$ cat src/hw/dmb_pkg.sv
// dmb_pkg: constants for the data memory bank addressing block.
// assumes a single core clock shared by decoder, this block and the ram.
package dmb_pkg;
  localparam int DMB_ADDR_W = 12;
  localparam int DMB_FILE_W = 8;
  localparam int DMB_BANK_W = 4;
  localparam int DMB_DATA_W = 8;
  localparam int DMB_NUM_BANKS = 16;
  localparam logic [3:0] DMB_ACCESS_HI_BANK = 4'hF;
  localparam logic [3:0] DMB_ACCESS_LO_BANK = 4'h0;
  localparam logic [7:0] DMB_ACCESS_SPLIT = 8'h80;
  localparam logic [7:0] DMB_BSR_RESET = 8'h00;
  localparam logic [3:0] DMB_BSR_IMPL_MASK = 4'hF;
  localparam logic [15:0] DMB_IMPL_BANKS_DEF = 16'h8003;
  localparam logic [7:0] DMB_ZERO_BYTE = 8'h00;
endpackage : dmb_pkg

$ cat src/hw/dmb_zero_gate.sv
// dmb_zero_gate: registered read path that forces zero for unimplemented banks.
// assumes the ram registers the address, then returns data one cycle after its enable.
module dmb_zero_gate
  import dmb_pkg::*;
(
  input wire logic i_clk,
  input wire logic i_rst_n,
  input wire logic i_rd_en,
  input wire logic i_bank_ok,
  input wire logic [DMB_DATA_W-1:0] i_ram_rdata,
  output logic [DMB_DATA_W-1:0] o_rdata,
  output logic o_rvalid
);
  logic [DMB_DATA_W-1:0] rdata_r;
  logic rvalid_r;
  logic ok_r;
  logic pend_r;
  logic ok2_r;
  logic pend2_r;
  // two stages: one for the registered ram address, one for the ram's own read latency
  wire logic [DMB_DATA_W-1:0] gated = ok2_r ? i_ram_rdata : DMB_ZERO_BYTE;

  always_ff @(posedge i_clk or negedge i_rst_n) begin
    if (!i_rst_n) begin
      rdata_r <= DMB_ZERO_BYTE;
      rvalid_r <= 1'b0;
      ok_r <= 1'b0;
      pend_r <= 1'b0;
      ok2_r <= 1'b0;
      pend2_r <= 1'b0;
    end else begin
      pend_r <= i_rd_en;
      ok_r <= i_bank_ok;
      pend2_r <= pend_r;
      ok2_r <= ok_r;
      rvalid_r <= pend2_r;
      if (pend2_r) begin
        rdata_r <= gated;
      end
    end
  end

  assign o_rdata = rdata_r;
  assign o_rvalid = rvalid_r;

  chk_unimpl_reads_zero: assert property (@(posedge i_clk) disable iff (!i_rst_n)
    (i_rd_en && !i_bank_ok) |-> ##3 (o_rvalid && o_rdata == DMB_ZERO_BYTE))
    else $error("read of unimplemented bank did not return zero");
endmodule : dmb_zero_gate

$ cat src/hw/dmb_bank_addr.sv
// dmb_bank_addr: data memory address former for direct addressing.
// Contract
// - access window is bank 15 top 128 bytes plus bank 0 bottom 128.
// - the access bit picks bank select register or access window.
// - with access bit zero, low region end is followed by high region.
// - high region maps special function registers without touching bank select.
// - data memory has sixteen banks selectable for direct addressing.
// - bank select bits 3:0 give address bits 11:8 when banked.
// - bank select bits 7:4 read zero, writes to them ignored.
// - unimplemented bank reads return zero, writes are dropped.
// - unimplemented bank access still lets status flags update.
// - each bank is 256 bytes addressed by the 8-bit file field.
// - file-to-file move uses full 12-bit addresses, ignores bank select.
// - load bank literal instruction writes a constant to bank select.
// assumes the decoder presents one request per cycle; ram is synchronous, 1-cycle read.
module dmb_bank_addr
  import dmb_pkg::*;
#(
  parameter logic [DMB_NUM_BANKS-1:0] IMPL_BANKS = DMB_IMPL_BANKS_DEF
) (
  input wire logic i_clk,
  input wire logic i_rst_n,
  input wire logic i_req,
  input wire logic i_we,
  input wire logic i_access_bit,
  input wire logic [DMB_FILE_W-1:0] i_file,
  input wire logic [DMB_DATA_W-1:0] i_wdata,
  input wire logic i_ffm,
  input wire logic [DMB_ADDR_W-1:0] i_ffm_addr,
  input wire logic i_lbl,
  input wire logic [DMB_DATA_W-1:0] i_lbl_value,
  input wire logic i_bsr_wr,
  input wire logic [DMB_DATA_W-1:0] i_bsr_wdata,
  input wire logic [DMB_DATA_W-1:0] i_ram_rdata,
  output logic [DMB_ADDR_W-1:0] o_ram_addr,
  output logic o_ram_en,
  output logic o_ram_we,
  output logic [DMB_DATA_W-1:0] o_ram_wdata,
  output logic [DMB_DATA_W-1:0] o_rdata,
  output logic o_rvalid,
  output logic o_flags_en,
  output logic [DMB_DATA_W-1:0] o_bank_select
);
  logic [DMB_BANK_W-1:0] bank_r;
  logic [DMB_BANK_W-1:0] bank_nxt;
  logic [DMB_ADDR_W-1:0] addr_r;
  logic en_r;
  logic we_r;
  logic [DMB_DATA_W-1:0] wdata_r;
  logic flags_r;

  // access window: low half of file field stays in bank 0, high half jumps to bank 15
  wire logic file_hi = i_file >= DMB_ACCESS_SPLIT;
  wire logic [DMB_BANK_W-1:0] access_bank =
    file_hi ? DMB_ACCESS_HI_BANK : DMB_ACCESS_LO_BANK;
  wire logic [DMB_BANK_W-1:0] dir_bank =
    i_access_bit ? bank_r : access_bank;
  wire logic [DMB_ADDR_W-1:0] dir_addr = {dir_bank, i_file};
  wire logic [DMB_ADDR_W-1:0] eff_addr = i_ffm ? i_ffm_addr : dir_addr;
  wire logic [DMB_BANK_W-1:0] eff_bank = eff_addr[DMB_ADDR_W-1 -: DMB_BANK_W];
  wire logic bank_ok = IMPL_BANKS[eff_bank];
  wire logic wr_ok = i_req && i_we && bank_ok;

  // the literal load wins over a plain register write in the same cycle
  always_comb begin
    bank_nxt = bank_r;
    if (i_lbl) begin
      bank_nxt = i_lbl_value[DMB_BANK_W-1:0] & DMB_BSR_IMPL_MASK;
    end else if (i_bsr_wr) begin
      bank_nxt = i_bsr_wdata[DMB_BANK_W-1:0];
    end
  end

  always_ff @(posedge i_clk or negedge i_rst_n) begin
    if (!i_rst_n) begin
      bank_r <= DMB_BSR_RESET[DMB_BANK_W-1:0];
      addr_r <= '0;
      en_r <= 1'b0;
      we_r <= 1'b0;
      wdata_r <= DMB_ZERO_BYTE;
      flags_r <= 1'b0;
    end else begin
      bank_r <= bank_nxt;
      addr_r <= eff_addr;
      en_r <= i_req && bank_ok;
      we_r <= wr_ok;
      wdata_r <= i_wdata;
      flags_r <= i_req;
    end
  end

  dmb_zero_gate u_gate (
    .i_clk(i_clk),
    .i_rst_n(i_rst_n),
    .i_rd_en(i_req && !i_we),
    .i_bank_ok(bank_ok),
    .i_ram_rdata(i_ram_rdata),
    .o_rdata(o_rdata),
    .o_rvalid(o_rvalid)
  );

  assign o_ram_addr = addr_r;
  assign o_ram_en = en_r;
  assign o_ram_we = we_r;
  assign o_ram_wdata = wdata_r;
  assign o_flags_en = flags_r;
  assign o_bank_select = {{(DMB_DATA_W-DMB_BANK_W){1'b0}}, bank_r};

  chk_access_low_bank: assert property (@(posedge i_clk) disable iff (!i_rst_n)
    (i_req && !i_ffm && !i_access_bit && i_file < DMB_ACCESS_SPLIT)
    |=> o_ram_addr == {DMB_ACCESS_LO_BANK, $past(i_file)})
    else $error("access window low half not in bank 0");
  chk_access_high_bank: assert property (@(posedge i_clk) disable iff (!i_rst_n)
    (i_req && !i_ffm && !i_access_bit && i_file >= DMB_ACCESS_SPLIT)
    |=> o_ram_addr == {DMB_ACCESS_HI_BANK, $past(i_file)})
    else $error("access window high half not in bank 15");
  chk_banked_addr: assert property (@(posedge i_clk) disable iff (!i_rst_n)
    (i_req && !i_ffm && i_access_bit)
    |=> o_ram_addr == {$past(o_bank_select[DMB_BANK_W-1:0]), $past(i_file)})
    else $error("banked address does not use bank select");
  chk_ffm_full_addr: assert property (@(posedge i_clk) disable iff (!i_rst_n)
    (i_req && i_ffm) |=> o_ram_addr == $past(i_ffm_addr))
    else $error("file to file move address not taken whole");
  chk_bsr_upper_zero: assert property (@(posedge i_clk) disable iff (!i_rst_n)
    o_bank_select[DMB_DATA_W-1:DMB_BANK_W] == '0)
    else $error("bank select upper bits not zero");
  chk_lbl_loads: assert property (@(posedge i_clk) disable iff (!i_rst_n)
    i_lbl |=> o_bank_select[DMB_BANK_W-1:0] == $past(i_lbl_value[DMB_BANK_W-1:0]))
    else $error("load bank literal did not land");
  chk_unimpl_write_drop: assert property (@(posedge i_clk) disable iff (!i_rst_n)
    (i_req && i_we && !bank_ok) |=> !o_ram_we && !o_ram_en)
    else $error("write to unimplemented bank reached ram");
  chk_flags_follow: assert property (@(posedge i_clk) disable iff (!i_rst_n)
    i_req |=> o_flags_en)
    else $error("status flag update lost");
endmodule : dmb_bank_addr

$ cat config.mk
export PLATFORM = sky130hd
export DESIGN_NAME = dmb_bank_addr
export DESIGN_NICKNAME = d
export VERILOG_FILES = /design/src/hw/dmb_pkg.sv /design/src/hw/dmb_zero_gate.sv /design/src/hw/dmb_bank_addr.sv
export SDC_FILE = /design/constraint.sdc
export NUM_CORES = 1
export LEC_CHECK = 0
export BUFFER_PORTS_ARGS = -buffer_cell sky130_fd_sc_hd__buf_2
export CORE_MARGIN = 2
export CORE_UTILIZATION = 41
export CTS_CLUSTER_DIAMETER = 60
export CTS_CLUSTER_SIZE = 14
export DETAILED_ROUTE_END_ITERATION = 8
export PLACE_DENSITY_LB_ADDON = 0.08
export SKIP_LAST_GASP = 1
export SYNTH_ARGS = -nofsm -noshare
export SYNTH_HDL_FRONTEND = slang
export SYNTH_SLANG_ARGS = --single-unit
$ cat constraint.sdc
create_clock -name i_clk -period 1.5 [get_ports i_clk]
set_input_delay 0.375 -clock i_clk [delete_from_list [all_inputs] [get_ports i_clk]]
set_output_delay 0.375 -clock i_clk [all_outputs]
set_load 0.01 [all_outputs]
== Word level (Yosys, flattened, before mapping) ==
Memory sizes are Yosys's and may differ from the RTL's.
Cells that the tools add are included.

* Register bits: 40
* Logic and storage cells: 28
* Bits in read-only memories: 16
* Input bits: 60
* Memories kept: 1
* Output and inout bits: 40

* Muxes and demuxes: 7
* Reductions and logical operators: 6
* $lt $le $gt $ge: 2

{| class="wikitable"
|+ Memory list
! name !! words !! bits a word !! rd ports !! clocked after memory_dff !! write ports !! RTL line !! text
|-
| (no name shown) || 16 || 1 || 1 || 0 || 0 || dmb_bank_addr.sv:61 || <nowiki>wire logic bank_ok = IMPL_BANKS[eff_bank];</nowiki>
|}

{| class="wikitable"
|+ Operators with widths
! cell !! count
|-
| two-way mux 4 bit || 4
|-
| two-way mux 12 bit || 1
|-
| greater-or-equal comparator 8 bit, second input constant || 1
|-
| two-way mux 8 bit || 1
|-
| less-than comparator 4 x 5 -> 1 bit, second input constant || 1
|-
| logical AND 1 bit || 4
|-
| nonzero test 2 bit || 1
|-
| logical NOT 1 bit || 1
|-
| two-way mux 1 bit || 1
|}

== Longest topological paths before layout ==
Gate-level depths: netlist (run 1).

* Depth after elaboration: 7
* Mapped depth: 4
* Depth with buffers taken out: 3

== Hierarchy ==
From an unflattened synthesis (run 1), not the netlist that was laid out.

* Cells, all modules: 119
* Area, all modules: 1514.0 um^2

{| class="wikitable"
|+ By module, submodules not included
! module !! area each (um^2) !! cells each !! seq. area each (um^2) !! times used
|-
| dmb_bank_addr || 1062.3 || 80 || 675.6 || 1
|-
| dmb_zero_gate || 451.7 || 39 || 325.3 || 1
|}

== Worst setup path before layout (run 1) ==
No wires, ideal clock.

* Path kind: register to register
* From: register bank_r[2]
* To: register we_r, in the netlist o_ram_we
* Cell stages (with the launch flop): 4
* Slack: 393 ps
* Clock period less this slack: 1107 ps
* Buffers on the path: 0
* Required time: 1370 ps
* Setup time: 130 ps
* Data arrival time: 977 ps
* Cells stage by stage: dfrtp_1 -> and4b_2 -> a31oi_1 -> a21oi_1

* Word-level cells in the longest chain between the ends: 5

{| class="wikitable"
|+ RTL lines
! what !! RTL line !! text
|-
| start: declaration || dmb_bank_addr.sv:44 || <nowiki>logic [DMB_BANK_W-1:0] bank_r;</nowiki>
|-
| start signal: assignment || dmb_bank_addr.sv:76 || <nowiki>bank_r <= DMB_BSR_RESET[DMB_BANK_W-1:0];</nowiki>
|-
| start signal: assignment || dmb_bank_addr.sv:83 || <nowiki>bank_r <= bank_nxt;</nowiki>
|-
| two-way mux 4 bit || dmb_bank_addr.sv:57 || <nowiki>i_access_bit ? bank_r : access_bank;</nowiki>
|-
| two-way mux 12 bit || dmb_bank_addr.sv:59 || <nowiki>wire logic [DMB_ADDR_W-1:0] eff_addr = i_ffm ? i_ffm_addr : dir_addr;</nowiki>
|-
| memory (16 x 1 bit) || -- ||
|-
| two-way mux 1 bit (implied by the code) || dmb_bank_addr.sv:61 ||
|-
| logical AND 1 bit || dmb_bank_addr.sv:62 || <nowiki>wire logic wr_ok = i_req && i_we && bank_ok;</nowiki>
|-
| named net wr_ok || dmb_bank_addr.sv:62 ||
|-
| end signal: assignment || dmb_bank_addr.sv:86 || <nowiki>we_r <= wr_ok;</nowiki>
|-
| end: declaration || dmb_bank_addr.sv:48 || <nowiki>logic we_r;</nowiki>
|}

The timed path passes the listed nets, and every way through them passes these cells. The select of a mux whose other input is x is not followed.
A chain may end at the register's enable or synchronous reset.

== Worst setup path after layout (run 1) ==
* From: register bank_r[1]
* To: output port o_bank_select[1]

{| class="wikitable"
|+ RTL lines
! what !! RTL line !! text
|-
| end: declaration || dmb_bank_addr.sv:42 || <nowiki>output logic [DMB_DATA_W-1:0] o_bank_select</nowiki>
|}

No word-level cell between the ends.

==> results_dict.tcl, run 1 <==
set metrics [dict create \
    synth_enable_flop_cells 0 \
    nFillCells 326 \
    synth_cell_types 25 \
    crit_arrival_ns 0.88 \
    max_freq_mhz 799 \
    skew_ns 0.00247 \
    cts_buffer_depth 2 \
    core-area_um2 3610 \
    hold_viol 0 \
    place_area_um2 1970 \
    yosysWarnings 0 \
    start_util 0.418 \
    viasPerCell 4.57 \
    slowest_delay_ns 0.43 \
    grt_max_degree 25 \
    final_cell_mix "buf_2, dfrtp_1, o21ai_0" \
    ant_nets 0 \
    grt_setup_unrepaired "false" \
    fin_crit_ns 1.25 \
    wl_per_cell_um 11.6 \
    die_w_um 64.6 \
    finalSetupTns_ns 0 \
    synth_area_um2 1510 \
    criticalPathCategory "reg -> out" \
    cts_inserted_buffers 5 \
    p_total_mw 2.24 \
    postCtsSetupBuffers 0 \
    drive_gt1_frac 0.510 \
    syn_to_final_growth_pct 37.0 \
    die_h_um 64.6 \
    drc 0 \
    dieArea_um2 4180 \
    ys_ff_latch 40 \
    finalSetupViolCount 0 \
    timing.final.crit_share 0.834 \
    hold_buffers 0 \
    nets 269 \
    critPathCaptureType "output pin" \
    gp_congestion 0.807 \
    crit_slowest_cell "dfrtp_1" \
    postSynthAreaPerCell_um2 12.7 \
    drt_iter0_markers 36 \
    drv_cap 0 \
    cts.repair.resized 0 \
    antenna_found_initial 0 \
    critPathRequiredTime_ns 1.12 \
    path_buf_inv 1 \
    ys.flop_type "dfrtp_1" \
    power_leakage_nw 1.09 \
    stdcell_area_um2 2060 \
    slew_violations 0 \
    ios 100 \
    port-buffer-count 87 \
    hold_ws_ns 0.0136 \
    powerDensity_nw_per_um2 1090 \
    h-tree-depth 2 \
    grt_pass1_wl_mm 4.97 \
    yosysSeqAreaShare 0.664 \
    critPathLaunchType "register" \
    gr-total-overflow 0 \
    hold_path.class "in -> async" \
    clock-sinks 40 \
    crit_chain "buf_2" \
    path_clk_slew_ns 0.07 \
    wl_mm 3.00 \
    cts_tree "built" \
    vias 1178 \
    netlist_instances 119 \
    track_usage 0.156 \
    status "complete, no violations" \
    vdd.ir_drop.worst_mv 0.535 \
    clock_latency_ns 0.28 \
    grt_pass1_vias 1165 \
    cp_top_family "flip-flops" \
    firstDrtPassIters 4 \
    row_count 22 \
    n_antenna_cell 0 \
    crit_fanout 5 \
    root_buffer "clkbuf_8" \
    async_reset_ff_frac 1.00 \
    hpwl_mm 2.46 \
    final_common_cell "buf_2" \
]
Yosys cell counts, drive strengths merged, types with 2 or more instances:
library cell | n | area [um2]
nand2 | 9 | 33.8
clkbuf | 3 | 22.5
mux2i | 4 | 40.0
inv | 9 | 33.8
buf | 6 | 46.3
nor2b | 2 | 12.5
a21oi | 5 | 25.0
nand3 | 8 | 40.0
o21ai | 15 | 75.1
dfrtp | 40 | 1000
mux2 | 8 | 90.1
final cells by class:
class                           count  area (um2)  area share
Multi-Input combinational cell     64         414       0.201
Clock inverter                      2        10.0     0.00485
Tap cell                           48        60.1      0.0291
Inverter                            9        33.8      0.0164
Clock buffer                        6        82.6      0.0400
Timing Repair Buffer               89         463       0.224
Sequential cell                    40        1000       0.485
power by group:
group | total, mW | switching, mW | internal [mW]
sequential | 1.21 | 0.0458 | 1.16
combinational | 0.325 | 0.168 | 0.157
clock | 0.709 | 0.342 | 0.366
total | 2.24 | 0.556 | 1.69
state kept, by name, summed over array words and instances, names as in the netlist:
signal           cells
bank_r               4
o_flags_en           1
o_ram_addr          12
o_ram_en             1
o_ram_wdata          8
o_ram_we             1
u_gate.o_rdata       8
u_gate.o_rvalid      1
u_gate.ok2_r         1
u_gate.ok_r          1
u_gate.pend2_r       1
u_gate.pend_r        1
final timing paths:
check,end,cells past startpoint,slack [ns],start
min in group i_clk,o_ram_wdata[1],1,0.19,i_wdata[1]
hold / removal,o_ram_wdata[7],1,0.01,i_rst_n
max in group asynchronous,u_gate.o_rdata[6],2,1.03,i_rst_n
hold reg to reg,u_gate.pend2_r,0,0.35,u_gate.pend_r
setup / recovery,o_bank_select[1],1,0.25,bank_r[1]
setup reg to reg,o_ram_en,3,0.34,bank_r[2]
cell families after synthesis:
| logic type | Yosys count | synth area share |
|---|---|---|
| AOI/OAI and AO/OA | 24 | 0.0864 |
| buffers and inverters | 18 | 0.0681 |
| DFF | 40 | 0.664 |
| muxes | 12 | 0.0864 |
| other | 1 | 0.00249 |
| and+or+nand+nor | 24 | 0.0922 |
metrics by stage:
step / worst slack, ns / std cells / util
2_1_floorplan: 0.393 / 122 / -
3_3_place_gp: 0.244 / 250 / 0.547
3_5_place_dp: 0.231 / 250 / 0.547
4_1_cts: 0.235 / 258 / 0.573
5_1_grt: 0.184 / 258 / 0.573
6_report: 0.249 / 258 / 0.573
layer usage:
metal	vias to the layer above	wire length, um	global-route usage
met3	6	291	0.0660
met5	-	0	0
li1	571	-	-
met4	0	38	0.0479
met1	540	1210	0.182
met2	61	1460	0.263
No activity file was read; power rests on OpenSTA's default activity.
==> inputs of run 2 (changes only) <==
clock period = 1.2 ns   (was 1.5 ns; I/O delays follow)
==> run 2 against run 1 <==
  * Total power increased by 34%
  * Count of clock-buffer cells in the layout unchanged
  * Sequential cell count unchanged
  * Design area increased by 5.3%
  * Via count increased by 3.4%
  * Sequential share of layout area decreased by 2.4 points
==> results_dict.tcl, run 2 (synthesized netlist as in run 1, its figures left out) <==
set metrics [dict create \
    hold_path.class "in -> reg" \
    critPathLaunchType "register" \
    finalSetupViolCount 0 \
    max_freq_mhz 834 \
    hpwl_mm 2.46 \
    vias 1218 \
    vdd.ir_drop.worst_mv 1.20 \
    drv_cap 0 \
    grt_pass1_vias 1184 \
    path_clk_slew_ns 0.07 \
    powerDensity_nw_per_um2 1380 \
    final_cell_mix "buf_2, dfrtp_1, o21ai_0" \
    finalSetupTns_ns 0 \
    start_util 0.418 \
    drc 0 \
    drt_iter0_markers 73 \
    crit_fanout 3 \
    status "complete, no violations" \
    place_ws_ns 0.0315 \
    ios 100 \
    clock_latency_ns 0.28 \
    critPathCaptureType "output pin" \
    die_w_um 64.6 \
    criticalPathCategory "reg -> out" \
    nets 277 \
    grt_setup_unrepaired "true" \
    timing.final.crit_share 0.999 \
    grt_max_degree 41 \
    cts_tree "built" \
    track_usage 0.164 \
    cts_buffer_depth 2 \
    hold_ws_ns 0.121 \
    firstDrtPassIters 4 \
    syn_to_final_growth_pct 44.4 \
    final_common_cell "buf_2" \
    antenna_found_initial 0 \
    wl_per_cell_um 11.7 \
    port-buffer-count 87 \
    dieArea_um2 4180 \
    die_h_um 64.6 \
    viasPerCell 4.58 \
    drive_gt1_frac 0.532 \
    root_buffer "clkbuf_8" \
    wl_mm 3.11 \
    slew_violations 0 \
    n_antenna_cell 0 \
    ant_nets 0 \
    critPathRequiredTime_ns 0.90 \
    clock-sinks 40 \
    cts_inserted_buffers 5 \
    hold_viol 0 \
    power_leakage_nw 1.14 \
    largest_reg_flops 12 \
    core-area_um2 3610 \
    crit_arrival_ns 0.90 \
    fin_crit_ns 1.20 \
    gp_congestion 0.842 \
    h-tree-depth 2 \
    row_count 22 \
    fin_ws_ns 0.000718 \
    grt_pass1_wl_mm 5.13 \
    gr-total-overflow 0 \
    skew_ns 0.00694 \
]
-- run 2: repair_timing --
action                                  in CTS  in global routing
hold buffers                                 1                  0
buffers inserted                             2                  2
endpoints found under the hold margin       40                  0
pin swaps                                    0                  1
endpoints found under the setup margin       2                  6
resized for setup                            4                  3
-- run 2: area by class of cell --
| class | instances | area (um2) |
|---|---|---|
| Clock buffer | 6 | 72.6 |
| Multi-Input combinational cell | 64 | 425 |
| Clock inverter | 2 | 35.0 |
| Timing Repair Buffer | 97 | 546 |
| Fill cell | 317 | 1430 |
| Inverter | 9 | 33.8 |
| Sequential cell | 40 | 1000 |
| Tap cell | 48 | 60.1 |
-- run 2: per-layer routing --
layer	global-route usage	vias to the layer above	part of all wire
li1	-	586	-
met1	0.183	557	0.41
met2	0.281	73	0.49
met3	0.0712	2	0.098
met4	0.0559	0	0.0058
met5	0	-	0
-- run 2: metrics by stage --
step	instance area [um2]	cells	total power, mW	utilization
CTS	2150	264	3.04	0.595
global placement	1990	253	1.95	0.553
floorplan	1520	122	1.72	-
detailed placement	1990	253	1.97	0.553
global route	2170	266	3.20	0.603
finish	2170	266	3.01	0.603
-- run 2: where the power goes --
part	internal [mW]	switching, mW
logic	0.236	0.232
registers	1.46	0.0511
clock network	0.616	0.417
-- run 2: worst max-delay path: stages, from the launching register on --
cell and delay, ns:
dfrtp_1 0.39, buf_6 0.12, buf_6 0.11
-- run 2: final timing paths --
kind,startpoint,end,slack [ns],cells past startpoint
min,i_wdata[2],o_ram_wdata[2],0.12,1
max,bank_r[2],o_bank_select[2],0.0007,2
min reg2reg,u_gate.pend_r,u_gate.pend2_r,0.35,0
max in group asynchronous,i_rst_n,bank_r[1],0.49,3
max reg2reg,bank_r[2],o_ram_en,0.04,5
min in group asynchronous,i_rst_n,o_ram_wdata[6],0.52,3
